**config.mk**
```make
export PLATFORM = sky130hd
export DESIGN_NAME = tcm_top
export DESIGN_NICKNAME = d
export VERILOG_FILES = /design/src/logic/tcm_pkg.sv /design/src/logic/tcm_pwm.sv /design/src/logic/tcm_timer.sv /design/src/logic/tcm_top.sv
export SDC_FILE = /design/constraint.sdc
export NUM_CORES = 1
export LEC_CHECK = 0
export BUFFER_PORTS_ARGS = -buffer_cell sky130_fd_sc_hd__clkbuf_2
export CORE_UTILIZATION = 35
export CTS_BUF_LIST = sky130_fd_sc_hd__clkbuf_16
export CTS_CLUSTER_DIAMETER = 150
export CTS_CLUSTER_SIZE = 28
export DETAILED_ROUTE_END_ITERATION = 16
export GPL_TIMING_DRIVEN = 0
export PLACE_DENSITY_LB_ADDON = 0.1
export SLEW_MARGIN = 20
export SYNTH_ARGS = -nofsm -noshare
export SYNTH_HDL_FRONTEND = slang
export SYNTH_SLANG_ARGS = --single-unit
```
**constraint.sdc**
```tcl
create_clock -name clk -period 1.9 [get_ports clk]
set_input_delay 0.19 -clock clk [delete_from_list [all_inputs] [get_ports clk]]
set_output_delay 0.19 -clock clk [all_outputs]
set_load 0.1 [all_outputs]
```
**src/logic/tcm_pkg.sv**
```systemverilog
// tcm_pkg: register map, field positions, reset values and mode codes
// assumes an 8-bit register port with a 4-bit word address
package tcm_pkg;

  // ==========================================================
  // register offsets
  localparam logic [3:0] ADDR_CONTROL  = 4'h0;
  localparam logic [3:0] ADDR_MATCH_LO = 4'h1;
  localparam logic [3:0] ADDR_MATCH_HI = 4'h2;
  localparam logic [3:0] ADDR_STATUS   = 4'h3;
  localparam logic [3:0] ADDR_CLEAR    = 4'h4;
  localparam logic [3:0] ADDR_ENABLE   = 4'h5;
  localparam logic [3:0] ADDR_TMR_LO   = 4'h6;
  localparam logic [3:0] ADDR_TMR_HI   = 4'h7;
  localparam logic [3:0] ADDR_PERIOD   = 4'h8;
  localparam logic [3:0] ADDR_TCTL     = 4'h9;

  // ==========================================================
  // reset values
  localparam logic [7:0] CONTROL_RESET = 8'h00;
  localparam logic [7:0] MATCH_RESET   = 8'h00;
  localparam logic [7:0] IRQ_RESET     = 8'h00;
  localparam logic [7:0] PERIOD_RESET  = 8'hff;
  localparam logic [7:0] TCTL_RESET    = 8'h00;
  localparam logic [7:0] READ_ZERO     = 8'h00;

  // ==========================================================
  // field positions
  localparam int STAT_TMR_OVF  = 0;
  localparam int STAT_UNIT_IRQ = 2;
  localparam int TCTL_TIMER_ON = 0;
  localparam int CTL_DUTY_LSB  = 4;

  // ==========================================================
  // mode field codes
  localparam logic [3:0] MODE_OFF     = 4'h0;
  localparam logic [3:0] MODE_SET     = 4'h8;
  localparam logic [3:0] MODE_CLR     = 4'h9;
  localparam logic [3:0] MODE_SWI     = 4'ha;
  localparam logic [3:0] MODE_SPECIAL = 4'hb;

  function automatic logic tcm_is_compare(input logic [3:0] mode);
    return mode[3:2] == 2'b10;
  endfunction

  function automatic logic tcm_is_pwm(input logic [3:0] mode);
    return mode[3:2] == 2'b11;
  endfunction

endpackage

```
**src/logic/tcm_pwm.sv**
```systemverilog
// tcm_pwm: 10-bit pwm time base with double-buffered duty
// assumes one time-base step per clk; period and duty may change at any time
`timescale 1ns/1ps
module tcm_pwm import tcm_pkg::*; (
  // clock and reset
  input  wire logic       clk,
  input  wire logic       resetn,
  // setup
  input  wire logic       enable,
  input  wire logic [7:0] period,
  input  wire logic [9:0] duty,
  // results
  output logic            pwm_out,
  output logic      [7:0] duty_high
);

  logic [9:0] base;
  logic [1:0] duty_low;
  logic       wrap;
  logic       hit;

  assign wrap = (base[9:2] == period) && (base[1:0] == 2'b11);
  // falls on the edge where the base reaches the duty, so the pulse lasts duty clocks
  assign hit  = ((base + 10'h001) == {duty_high, duty_low});

  always_ff @(posedge clk or negedge resetn) begin
    if (!resetn) begin
      base      <= 10'h000;
      duty_high <= 8'h00;
      duty_low  <= 2'b00;
      pwm_out   <= 1'b0;
    end else if (!enable) begin
      base    <= 10'h000;
      pwm_out <= 1'b0;
    end else if (wrap) begin
      base      <= 10'h000;
      duty_high <= duty[9:2];
      duty_low  <= duty[1:0];
      pwm_out   <= (duty != 10'h000);
    end else begin
      base <= base + 10'h001;
      if (hit) begin
        pwm_out <= 1'b0;
      end
    end
  end

endmodule

```
**src/logic/tcm_timer.sv**
```systemverilog
// tcm_timer: sixteen_bit_timer with byte writes, overflow pulse and trigger clear
// assumes count_en is one cycle per timer clock edge, synchronous to clk
`timescale 1ns/1ps
module tcm_timer import tcm_pkg::*; (
  // clock and reset
  input  wire logic        clk,
  input  wire logic        resetn,
  // counting
  input  wire logic        count_en,
  input  wire logic        clear_req,
  // software writes
  input  wire logic        wr_lo,
  input  wire logic        wr_hi,
  input  wire logic [7:0]  wdata,
  // state
  output logic      [15:0] value,
  output logic             overflow
);

  logic [15:0] value_next;
  logic        ovf_next;

  // clear replaces the increment, so no overflow is reported for it
  assign ovf_next   = count_en && !clear_req && (value == 16'hffff);
  assign value_next = wr_lo    ? {value[15:8], wdata} :
                      wr_hi    ? {wdata, value[7:0]} :
                      !count_en ? value :
                      clear_req ? 16'h0000 : value + 16'h0001;

  always_ff @(posedge clk or negedge resetn) begin
    if (!resetn) begin
      value    <= 16'h0000;
      overflow <= 1'b0;
    end else begin
      value    <= value_next;
      overflow <= ovf_next;
    end
  end

endmodule

```
**src/logic/tcm_top.sv**
```systemverilog
// tcm_top: compare/pwm unit with register port, timer and pin hand-over
// assumes synchronous inputs, one-cycle strobes and a one-cycle timer tick
//
// The placing of the registers and strobed register access were decided locally.
`timescale 1ns/1ps
module tcm_top import tcm_pkg::*; (
  // clock and reset
  input  wire logic       clk,
  input  wire logic       resetn,
  // register port
  input  wire logic [3:0] addr,
  input  wire logic [7:0] wdata,
  input  wire logic       wr,
  input  wire logic       rd,
  output logic      [7:0] rdata,
  // timer clock
  input  wire logic       timer_tick,
  // pin
  input  wire logic       pin_direction_bit,
  input  wire logic       port_data_latch,
  output logic            unit_output_pin_o,
  output logic            unit_output_pin_oe,
  // events
  output logic            special_event_trigger,
  output logic            adc_go_set,
  output logic            irq
);

  // ==========================================================
  // registers
  logic [7:0]  compare_unit_control_reg;
  logic [7:0]  match_value_low_reg;
  logic [7:0]  match_value_high_reg;
  logic [7:0]  peripheral_irq_flags_reg;
  logic [7:0]  peripheral_irq_flags_next;
  logic [7:0]  peripheral_irq_enable_reg;
  logic [7:0]  pwm_period_register_reg;
  logic [7:0]  period_timer_control_reg;
  logic [7:0]  rdata_reg;
  logic [7:0]  rdata_next;
  logic        cmp_latch_reg;
  logic        cmp_latch_next;
  logic        match_eq_prev_reg;

  // ==========================================================
  // decode
  wire         wr_control = wr && (addr == ADDR_CONTROL);
  wire         wr_mlo     = wr && (addr == ADDR_MATCH_LO);
  wire         wr_mhi     = wr && (addr == ADDR_MATCH_HI);
  wire         wr_clear   = wr && (addr == ADDR_CLEAR);
  wire         wr_enable  = wr && (addr == ADDR_ENABLE);
  wire         wr_tlo     = wr && (addr == ADDR_TMR_LO);
  wire         wr_thi     = wr && (addr == ADDR_TMR_HI);
  wire         wr_period  = wr && (addr == ADDR_PERIOD);
  wire         wr_tctl    = wr && (addr == ADDR_TCTL);
  wire [3:0]   unit_mode_field = compare_unit_control_reg[3:0];
  wire         compare_mode    = tcm_is_compare(unit_mode_field);
  wire         pwm_mode        = tcm_is_pwm(unit_mode_field);
  wire         special_mode    = unit_mode_field == MODE_SPECIAL;

  // ==========================================================
  // timer and compare
  logic [15:0] sixteen_bit_timer;
  logic        timer_ovf;
  logic        pwm_out;
  logic [7:0]  pwm_duty_high;

  wire [15:0]  match_register_pair = {match_value_high_reg, match_value_low_reg};
  wire         match_eq  = compare_mode && (sixteen_bit_timer == match_register_pair);
  wire         cmp_hit   = match_eq && !match_eq_prev_reg;
  wire         timer_on  = period_timer_control_reg[TCTL_TIMER_ON];
  wire         count_en  = timer_on && timer_tick;
  // equality is looked at again on the tick, so a moved match skips the clear
  wire         clear_req = special_mode && match_eq;

  tcm_timer u_timer (
    .clk       (clk),
    .resetn    (resetn),
    .count_en  (count_en),
    .clear_req (clear_req),
    .wr_lo     (wr_tlo),
    .wr_hi     (wr_thi),
    .wdata     (wdata),
    .value     (sixteen_bit_timer),
    .overflow  (timer_ovf)
  );

  tcm_pwm u_pwm (
    .clk       (clk),
    .resetn    (resetn),
    .enable    (pwm_mode),
    .period    (pwm_period_register_reg),
    .duty      ({match_value_low_reg, compare_unit_control_reg[CTL_DUTY_LSB +: 2]}),
    .pwm_out   (pwm_out),
    .duty_high (pwm_duty_high)
  );

  assign special_event_trigger = special_mode && match_eq;
  assign adc_go_set            = special_mode && cmp_hit;

  // ==========================================================
  // compare output latch
  always_comb begin
    cmp_latch_next = cmp_latch_reg;
    if (wr_control && (wdata == CONTROL_RESET)) begin
      cmp_latch_next = 1'b0;
    end else if (cmp_hit && (unit_mode_field == MODE_SET)) begin
      cmp_latch_next = 1'b1;
    end else if (cmp_hit && (unit_mode_field == MODE_CLR)) begin
      cmp_latch_next = 1'b0;
    end
  end

  // ==========================================================
  // pin hand-over: only set/clear compare and pwm take the pin
  wire unit_owns_pin = (unit_mode_field == MODE_SET) || (unit_mode_field == MODE_CLR)
                       || pwm_mode;
  wire pin_value     = pwm_mode ? pwm_out : cmp_latch_reg;

  assign unit_output_pin_oe = !pin_direction_bit;
  assign unit_output_pin_o  = unit_owns_pin ? pin_value : port_data_latch;

  // ==========================================================
  // interrupt flags: set wins over clear
  always_comb begin
    peripheral_irq_flags_next = peripheral_irq_flags_reg;
    if (wr_clear) begin
      peripheral_irq_flags_next = peripheral_irq_flags_reg & ~wdata;
    end
    if (cmp_hit) begin
      peripheral_irq_flags_next[STAT_UNIT_IRQ] = 1'b1;
    end
    if (timer_ovf) begin
      peripheral_irq_flags_next[STAT_TMR_OVF] = 1'b1;
    end
  end

  assign irq = |(peripheral_irq_flags_reg & peripheral_irq_enable_reg);

  // ==========================================================
  // read mux
  wire [7:0] match_high_view = pwm_mode ? pwm_duty_high : match_value_high_reg;
  always_comb begin
    case (addr)
      ADDR_CONTROL:  rdata_next = compare_unit_control_reg;
      ADDR_MATCH_LO: rdata_next = match_value_low_reg;
      ADDR_MATCH_HI: rdata_next = match_high_view;
      ADDR_STATUS:   rdata_next = peripheral_irq_flags_reg;
      ADDR_ENABLE:   rdata_next = peripheral_irq_enable_reg;
      ADDR_TMR_LO:   rdata_next = sixteen_bit_timer[7:0];
      ADDR_TMR_HI:   rdata_next = sixteen_bit_timer[15:8];
      ADDR_PERIOD:   rdata_next = pwm_period_register_reg;
      ADDR_TCTL:     rdata_next = period_timer_control_reg;
      default:       rdata_next = READ_ZERO;
    endcase
  end

  assign rdata = rdata_reg;

  // ==========================================================
  // register update
  always_ff @(posedge clk or negedge resetn) begin
    if (!resetn) begin
      compare_unit_control_reg  <= CONTROL_RESET;
      match_value_low_reg       <= MATCH_RESET;
      match_value_high_reg      <= MATCH_RESET;
      peripheral_irq_flags_reg  <= IRQ_RESET;
      peripheral_irq_enable_reg <= IRQ_RESET;
      pwm_period_register_reg   <= PERIOD_RESET;
      period_timer_control_reg  <= TCTL_RESET;
      rdata_reg                 <= READ_ZERO;
      cmp_latch_reg             <= 1'b0;
      match_eq_prev_reg         <= 1'b0;
    end else begin
      peripheral_irq_flags_reg <= peripheral_irq_flags_next;
      cmp_latch_reg            <= cmp_latch_next;
      match_eq_prev_reg        <= match_eq;
      rdata_reg                <= rd ? rdata_next : READ_ZERO;
      if (wr_control) begin
        compare_unit_control_reg <= wdata;
      end
      if (wr_mlo) begin
        match_value_low_reg <= wdata;
      end
      if (wr_mhi && !pwm_mode) begin
        match_value_high_reg <= wdata;
      end
      if (wr_enable) begin
        peripheral_irq_enable_reg <= wdata;
      end
      if (wr_period) begin
        pwm_period_register_reg <= wdata;
      end
      if (wr_tctl) begin
        period_timer_control_reg <= wdata;
      end
    end
  end
endmodule
```
## Word level (Yosys, flattened, before mapping)

Index checks and enable logic that the tools add are counted.

| word-level totals | value |
|---|---|
| register bits after elaboration | 104 |
| logic and storage cells | 105 |
| output and inout port bits | 13 |

| cells by class | value |
|---|---|
| reduce and logical (&&, ||, !) cells | 39 |
| equality and inequality tests | 21 |
| bitwise gates (word level) | 4 |
| $add $sub $neg | 2 |
| multiplexer cells | 20 |

Operators by type and width:

| cell | count |
|---|---|
| 8-bit one-hot mux with 9 select lines | 1 |
| 16-bit two-way mux | 3 |
| 8-bit two-way mux | 3 |
| 1-bit logical AND | 21 |
| 4-bit == test, second input constant | 5 |
| 10-bit two-way mux | 2 |
| 16-bit by 1-bit adder with 16-bit output, second input constant | 1 |
| 8-bit AND | 2 |
| 16-bit == test | 1 |
| 16-bit == test, second input constant | 1 |
| 4-bit by 3-bit == test with 1-bit output, second input constant | 4 |
| 10-bit by 1-bit adder with 10-bit output, second input constant | 1 |
| 10-bit == test | 1 |
| 1-bit two-way mux | 10 |
| 10-bit nonzero test | 1 |
| 4-bit by 2-bit == test with 1-bit output, second input constant | 2 |
| 8-bit == test | 1 |
| 8-bit logical NOT | 1 |
| 8-bit inverter | 1 |
| 2-bit nonzero test | 4 |
| 8-bit OR reduction | 1 |
| 2-bit == test, second input constant | 3 |
| 2-bit AND reduction | 3 |
| 4-bit by 1-bit == test with 1-bit output, second input constant | 1 |
| other kinds (8) | 12 |

## Longest topological paths before layout

Gate-level depths: netlist (run 1).

| logic depth | value |
|---|---|
| depth after elaboration | 7 |
| depth in mapped cells | 9 |

## Hierarchy

From an unflattened synthesis (run 1), not the netlist that was laid out.

| second synthesis, totals | value |
|---|---|
| cell total of the unflattened synthesis | 547 |
| area, all modules | 5,836.8 um^2 |

By module, submodules not included:

| module | instances | cells an instance | seq. area each (um^2) | area each (um^2) |
|---|---|---|---|---|
| tcm_top | 1 | 302 | 1,661.6 | 3,465.8 |
| tcm_pwm | 1 | 116 | 525.5 | 1,255.0 |
| tcm_timer | 1 | 129 | 425.4 | 1,116.1 |

## Worst setup path after synthesis (run 1)

OpenSTA, ideal clock, no wires.

| timing | value |
|---|---|
| path kind | register to output |
| start | register u_timer.value[8] |
| end | output adc_go_set |
| setup slack | -2.135 ns |
| arrival time | 3.845 ns |
| data required time | 1.710 ns |
| stages on the path, launching flop included | 8 |
| buffers on the path | 1 |
| cell sequence | dfrtp_1 clkbuf_1 xnor2_1 nand4_1 nor3_2 inv_1 nor4_2 and2_1 |

| between the ends | value |
|---|---|
| word-level cells in the longest chain between the ends | 4 |

RTL lines:

| what | line | RTL |
|---|---|---|
| from (decl) | tcm_timer.sv:16 | `output logic [15:0] value,` |
| from (signal assigned) | tcm_timer.sv:35 | `value <= value_next;` |
| 16-bit == test | tcm_top.sv:69 | `wire match_eq = compare_mode && (sixteen_bit_timer == match_register_pair);` |
| 1-bit logical AND | tcm_top.sv:69 |  |
| 1-bit logical AND | tcm_top.sv:70 | `wire cmp_hit = match_eq && !match_eq_prev_reg;` |
| 1-bit logical AND | tcm_top.sv:99 | `assign adc_go_set = special_mode && cmp_hit;` |
| to (decl) | tcm_top.sv:25 | `output logic adc_go_set,` |

Every way passes these cells.

## Worst setup path after layout (run 1)

Same ends and word-level chain as after synthesis.

==> insert_results.sql, run 1 <==
INSERT INTO impl_metrics (metric_group, metric, value, unit) VALUES
('clocking', 'cts_buffers', '9', ''),
('global_routing', 'grt_pass1_wl', '30020', 'um'),
('floorplan', 'die_height', '131.8', 'um'),
('timing', 'max_freq', '434.1', 'MHz'),
('place', 'port-buffer-count', '21', ''),
('timing', 'worst_hold_slack', '0.1309', 'ns'),
('synth', 'synth_top_area_frac', '0.4075', ''),
('setup_path', 'critical_path_buf_inv_count', '3', ''),
('detailed_routing', 'maxUsedRoutingLayer', 'met4', ''),
('run_status', 'run_status', 'finished, violations left', ''),
('setup_path', 'path_delay_family', 'simple AND/OR/NAND/NOR gates', ''),
('place', 'place_congestion', '0.9678', ''),
('timing', 'timing.clock.skew', '0.007970', 'ns'),
('timing', 'period_needed', '2.304', 'ns'),
('place', 'placedCellCount', '819', ''),
('synth', 'synth_ff_type', 'sky130_fd_sc_hd__dfrtp_1', ''),
('cells_and_area', 'signed_area_change_from_the_synthesized_netlist_to_the_final_layout', '27.78', '%'),
('synth', 'synth_enable_flop_cells', '0', ''),
('timing', 'drv_slew', '0', ''),
('cells_and_area', 'antenna_cells_inserted', '0', ''),
('setup_path', 'crit_path_max_fanout', '8', ''),
('global_routing', 'overflow', '0', ''),
('synth', 'synthesis.yosys.warnings', '0', ''),
('run_status', 'violations', 'setup timing', ''),
('detailed_routing', 'route.final.wire_length', '19970', 'um'),
('floorplan', 'io_pins', '32', ''),
('place', 'dp_slack', '-0.6008', 'ns'),
('place', 'post-dp-hpwl', '13470', 'um'),
('synth', 'syn-mean-instance-area', '10.22', 'um^2'),
('cells_and_area', 'largest_reg_flops', '16', ''),
('power_and_ir_drop', 'static-leakage-power', '3.171', 'nW'),
('hold_path', 'worstHoldPathType', 'in2reg', ''),
('power_and_ir_drop', 'finalPower', '7.509', 'mW'),
('detailed_routing', 'drtAntennaViolNets', '0', ''),
('timing', 'number_of_endpoints_failing_setup_at_the_final_stage', '15', ''),
('clocking', 'clock_sink_count', '104', ''),
('floorplan', 'die_w', '131.8', 'um'),
('cells_and_area', 'postLayoutCellArea', '0.007533', 'mm^2'),
('timing', 'finalWorstSetupSlack', '-0.4038', 'ns'),
('setup_path', 'critPathLaunchType', 'flop', ''),
('place', 'postPlaceCellArea', '0.006362', 'mm^2'),
('cells_and_area', 'layout_top_registers', 'u_timer.value (16), u_pwm.base (10)', ''),
('hold_path', 'whs_path_depth', '3', ''),
('synth', 'synth-seq-cells', '104', ''),
('clocking', 'cts_tree', 'yes', ''),
('setup_path', 'worst-r2r-cell-count', '7', ''),
('cells_and_area', 'layout_commonest_cell', 'sky130_fd_sc_hd__dfrtp_1', ''),
('clocking', 'cts_htree_levels', '3', ''),
('cells_and_area', 'final_cell_count_no_fill', '888', ''),
('timing', 'final_period_util', '1.213', ''),
('cells_and_area', 'final_core_utilization', '0.4559', ''),
('clocking', 'clk_path_buf_depth', '2', ''),
('setup_path', 'critical_path_depth', '8', ''),
('setup_path', 'worst_path_arrival_time', '2.11', 'ns'),
('detailed_routing', 'first_pass_iters', '5', ''),
('synth', 'post_synth_instance_area', '0.005896', 'mm^2'),
('detailed_routing', 'met2RoutedLength', '9287', 'um'),
('power_and_ir_drop', 'vdd.ir_drop.worst', '446.1', 'uV'),
('cells_and_area', 'drive_gt1_frac', '0.3772', ''),
('setup_path', 'cp.required', '1.71', 'ns'),
('detailed_routing', 'drt-wirelength-per-cell', '22.49', 'um'),
('cells_and_area', 'final_net_count', '684', ''),
('cells_and_area', 'largest_register', 'u_timer.value', ''),
('flow_run', 'maxcap_violations', '0', ''),
('synth', 'post_synth_main_area_contributors', 'sky130_fd_sc_hd__dfrtp_1 (41%), sky130_fd_sc_hd__mux2_2 (11%), sky130_fd_sc_hd__xnor2_1 (4.0%), sky130_fd_sc_hd__dfstp_2 (3.6%), sky130_fd_sc_hd__a22oi_1 (3.1%)', ''),
('setup_path', 'critical-path-slowest-cell', 'sky130_fd_sc_hd__dfrtp_1', ''),
('clocking', 'worst_skew_pair.late_latency', '0.36', 'ns'),
('synth', 'postSynth.asyncResetShare', '1.000', ''),
('synth', 'synth_seq_area_share', '0.4431', ''),
('global_routing', 'grt_start_max_net_pins', '60', ''),
('power_and_ir_drop', 'power_density', '996.8', 'mW/mm^2');
## logic make-up (layout without fill, tap and decap cells)
kind of cell             after synthesis  count (layout)  share of synthesized area
XOR/XNOR                              41              41                    0.06324
flip-flops                           104             104                     0.4431
adder cells (fa/ha/maj)                2               2                   0.004244
multiplexers                          77              77                     0.1435
AND/OR/NAND/NOR                      179             180                     0.1647
buffers and inverters                 58             148                    0.04160
AO/OA/AOI/OAI                        116             116                     0.1397
## layout make-up
| type | instances | area, um^2 |
|---|---|---|
| repair buffers | 78 | 655.6 |
| fillers | 1567 | 8991 |
| flip-flops and latches | 104 | 2640 |
| well taps | 220 | 275.3 |
| multi-input cells | 416 | 3391 |
| clock inverters | 7 | 53.80 |
| plain buffers | 39 | 236.5 |
| inverters | 15 | 56.30 |
| clock buffers | 9 | 225.2 |
## routing by layer
metal / vias to the layer above / track usage
met1: 2578 / 0.3323
met4: 0 / 0.06654
met2: 175 / 0.3657
li1: 2291 / -
met5: - / 0
met3: 22 / 0.03422
## timing repair
| action | CTS | global route |
|---|---|---|
| resized for setup | 76 | 53 |
| buffers inserted | 38 | 17 |
| gates cloned | 2 | 0 |
| pin swaps | 17 | 18 |
| endpoints found under the hold margin | 45 | 0 |
| setup endpoints to repair | 54 | 33 |
| hold buffers | 1 | 0 |
## synthesized netlist by cell type, drive strengths merged (3+ instances only)
cell,n
nor3b,5
nor2b,6
mux2,60
or4,5
o22ai,3
a21oi,18
o211ai,3
clkbuf,19
xnor2,27
nor4b,3
nor3,12
and2,4
nor2,40
inv,15
dfstp,8
buf,24
a41oi,3
nor4,15
a21boi,6
dfrtp,96
mux2i,17
nand3,17
and3,10
xor2,13
o221ai,8
o21ai,18
a22o,8
a31oi,6
nand4,10
nand2,39
nand4b,3
a22oi,24
## path summary, 6_finish.rpt
check                                  from                           to  slack [ns]
min in group asynchronous            resetn                u_pwm.base[9]        0.34
min reg2reg                u_timer.overflow  peripheral_irq_flags_reg[0]        0.45
max in group asynchronous            resetn   pwm_period_register_reg[4]        0.89
max                        u_timer.value[8]                   adc_go_set       -0.40
max reg2reg                   u_pwm.base[3]                u_pwm.pwm_out       -0.20
min                              timer_tick             u_timer.value[0]        0.13
## worst register-to-register path: stages, from the launching register on
cell                       delay, ns
sky130_fd_sc_hd__dfrtp_1        0.35
sky130_fd_sc_hd__buf_6          0.13
sky130_fd_sc_hd__nand4_4        0.14
sky130_fd_sc_hd__or4_4          0.59
sky130_fd_sc_hd__xor2_2         0.15
sky130_fd_sc_hd__o221ai_2       0.14
sky130_fd_sc_hd__nor4_4         0.36
sky130_fd_sc_hd__o31ai_2        0.09
## where the power goes
part | internal, mW | switching [mW]
Clock | 0.902 | 0.913
Sequential | 2.63 | 0.493
Combinational | 1.20 | 1.37
Total | 4.74 | 2.77
(Power assumes the default switching activity.)
==> run 2, diff against run 1 <==
--- a/config.mk
+++ b/config.mk
@@ -6,6 +6,7 @@
 export NUM_CORES = 1
 export LEC_CHECK = 0
 export BUFFER_PORTS_ARGS = -buffer_cell sky130_fd_sc_hd__clkbuf_2
+export CORE_ASPECT_RATIO = 2
 export CORE_UTILIZATION = 35
 export CTS_BUF_LIST = sky130_fd_sc_hd__clkbuf_16
 export CTS_CLUSTER_DIAMETER = 150
==> insert_results.sql, run 2 (synthesized netlist as in run 1, its figures left out) <==
INSERT INTO impl_metrics (metric_group, metric, value, unit) VALUES
('flow_run', 'maxcap_violations', '0', ''),
('clocking', 'cts_tree', 'yes', ''),
('global_routing', 'via_count_of_the_first_global_routing_pass', '5183', ''),
('clocking', 'root_buf_cell', 'sky130_fd_sc_hd__clkbuf_16', ''),
('clocking', 'worst_skew_pair.late_latency', '0.35', 'ns'),
('cells_and_area', 'signed_area_change_from_the_synthesized_netlist_to_the_final_layout', '25.38', '%'),
('setup_path', 'worst_path_arrival_time', '2.03', 'ns'),
('clocking', 'clk_path_buf_depth', '2', ''),
('floorplan', 'die_footprint', '0.01740', 'mm^2'),
('clocking', 'cts_htree_levels', '3', ''),
('timing', 'finalWorstSetupSlack', '-0.3221', 'ns'),
('power_and_ir_drop', 'power_density', '985.7', 'mW/mm^2'),
('detailed_routing', 'first_pass_iters', '5', ''),
('clocking', 'clock_sink_count', '104', ''),
('cells_and_area', 'largest_register', 'u_timer.value', ''),
('timing', 'period_needed', '2.222', 'ns'),
('global_routing', 'antenna_found_initial', '0', ''),
('timing', 'timing.clock.skew', '0.009720', 'ns'),
('detailed_routing', 'drc', '0', ''),
('power_and_ir_drop', 'vdd.ir_drop.worst', '421.9', 'uV'),
('setup_path', 'cp.required', '1.71', 'ns'),
('setup_path', 'critPathLaunchType', 'flop', ''),
('cells_and_area', 'layout.cells.most_common_list', 'sky130_fd_sc_hd__dfrtp_1 (70), sky130_fd_sc_hd__mux2_2 (51), sky130_fd_sc_hd__buf_4 (43)', ''),
('timing', 'setup-tns-final', '-1.918', 'ns'),
('place', 'placedCellCount', '803', ''),
('detailed_routing', '1st_iter_drt_viols', '281', ''),
('setup_path', 'worst_path_max_stage_delay', '0.45', 'ns'),
('floorplan', 'die_height', '185.5', 'um'),
('timing', 'worst_slew_pin_slew', '0.8748', 'ns'),
('detailed_routing', 'drt-wirelength-per-cell', '23.92', 'um'),
('clocking', 'cts_buffers', '9', ''),
('detailed_routing', 'drtAntennaViolNets', '0', ''),
('setup_path', 'critical-path-slowest-cell', 'sky130_fd_sc_hd__dfrtp_2', ''),
('place', 'port-buffer-count', '21', ''),
('floorplan', 'core.rowCount', '66', ''),
('cells_and_area', 'largest_reg_flops', '16', ''),
('setup_path', 'crit_path_max_fanout', '3', ''),
('cells_and_area', 'antenna_cells_inserted', '0', ''),
('cells_and_area', 'final_cell_count_no_fill', '865', ''),
('power_and_ir_drop', 'static-leakage-power', '3.122', 'nW'),
('timing', 'relSlewSlack', '0.4168', ''),
('setup_path', 'timing.critical_path.from', 'match_value_high_reg[0]', ''),
('place', 'post-dp-hpwl', '14450', 'um'),
('timing', 'number_of_endpoints_failing_setup_at_the_final_stage', '20', ''),
('power_and_ir_drop', 'finalPower', '7.286', 'mW'),
('place', 'dp_slack', '-0.5683', 'ns'),
('cells_and_area', 'layout_commonest_cell', 'sky130_fd_sc_hd__dfrtp_1', ''),
('cells_and_area', 'layout_top_registers', 'u_timer.value (16), u_pwm.base (10)', ''),
('hold_path', 'worstHoldPathType', 'in2reg', ''),
('detailed_routing', 'route.final.wire_length', '20690', 'um'),
('floorplan', 'start_util', '0.3606', ''),
('place', 'place_congestion', '0.9366', ''),
('clocking', 'clk_pin_slew_worst_paths', '0.07', 'ns'),
('setup_path', 'crit_type', 'reg2out', ''),
('timing', 'final-hold-violation-count', '0', ''),
('cells_and_area', 'drive_gt1_frac', '0.3616', ''),
('timing', 'grt_setup_unrepaired', 'true', ''),
('setup_path', 'timing.critical_path.cells', 'xnor2_2 > nand4_1 > nor3_4 > inv_2 > nor4_4 > and2_4 > clkbuf_16', ''),
('global_routing', 'grt_start_max_net_pins', '57', ''),
('global_routing', 'grt_pass1_wl', '31720', 'um'),
('cells_and_area', 'final_net_count', '679', ''),
('run_status', 'run_status', 'finished, violations left', ''),
('detailed_routing', 'routed-via-count', '5053', ''),
('run_status', 'violations', 'setup timing', ''),
('timing', 'max_freq', '450.0', 'MHz'),
('floorplan', 'design.core.area', '0.01635', 'mm^2'),
('setup_path', 'reg2reg_launch_point', 'match_value_high_reg[0]', ''),
('setup_path', 'type_of_destination_of_the_critical_path', 'output pin', ''),
('cells_and_area', 'filler_cell_count', '1597', ''),
('timing', 'final_period_util', '1.170', ''),
('global_routing', 'overflow', '0', ''),
('timing', 'drv_slew', '0', ''),
('detailed_routing', 'post_drt_via_cell_ratio', '5.842', ''),
('floorplan', 'die_w', '93.78', 'um'),
('cells_and_area', 'final_core_utilization', '0.4521', ''),
('global_routing', 'globalRouteTotalUtil', '0.2538', ''),
('hold_path', 'hp_start', 'timer_tick', ''),
('floorplan', 'io_pins', '32', '');
## run 2: changes by cell type in the layout (fill, tap and decap cells not counted), sizes merged
cell	delta
buf	-5
clkbuf	+1
clkinv	-1
clkinvlp	-1
nand3	-1
## run 2: stage by stage
step,cell area (um^2),hold slack (ns)
3_3_place_gp,6306,0.4136
4_1_cts,7169,0.1188
2_1_floorplan,5946,-0.1056
6_report,7392,0.1310
3_5_place_dp,6342,0.1738
5_1_grt,7392,0.1423
## run 2: what timing repair did
item                       in CTS  in global routing
hold buffers                    1                  0
gates cloned                    1                  1
hold endpoints to repair       48                  0
setup endpoints to repair      57                 46
buffers inserted               35                 14
pin swaps                      16                  9
resized for setup              79                 28
## run 2: cell type report
type	instances	area (um^2)	area share
Buffer	39	224.0	0.03030
Clock buffer	9	225.2	0.03047
Clock inverter	5	28.78	0.003893
Inverter	15	56.30	0.007617
Multi-Input combinational cell	415	3318	0.4489
Sequential cell	104	2645	0.3578
Tap cell	204	255.2	0.03453
Timing Repair Buffer	74	639.4	0.08649
## run 2: path summary, 6_finish.rpt
check                                         endpoint  cells past startpoint  slack [ns]
max                                         adc_go_set                      7       -0.32
min reg2reg                peripheral_irq_flags_reg[0]                      1        0.44
max in group asynchronous       match_value_low_reg[0]                      3        0.87
min in group asynchronous                cmp_latch_reg                      2        0.36
max reg2reg                          u_timer.value[11]                      9       -0.15
min                                   u_timer.overflow                      3        0.13
## run 2: power breakdown
part | internal (mW) | total (mW) | leakage [nW] | switching, mW
logic | 1.15 | 2.51 | 1.73 | 1.37
registers | 2.64 | 3.11 | 1.26 | 0.476
clock network | 0.864 | 1.66 | 0.130 | 0.794
## run 2: metal layers
metal	routed length (um)	vias up	track usage
met5	0	-	0
met4	1308	0	0.1434
met3	641	64	0.02859
met2	11170	162	0.4660
met1	7567	2549	0.2762
li1	-	2278	-
## run 2: critical path: cells and delay by family, from the launching register on
kind / cells / cell delay (ns)
simple gates: 4 / 0.81
xor+xnor: 1 / 0.17
flops: 1 / 0.45
buf+inv: 2 / 0.26
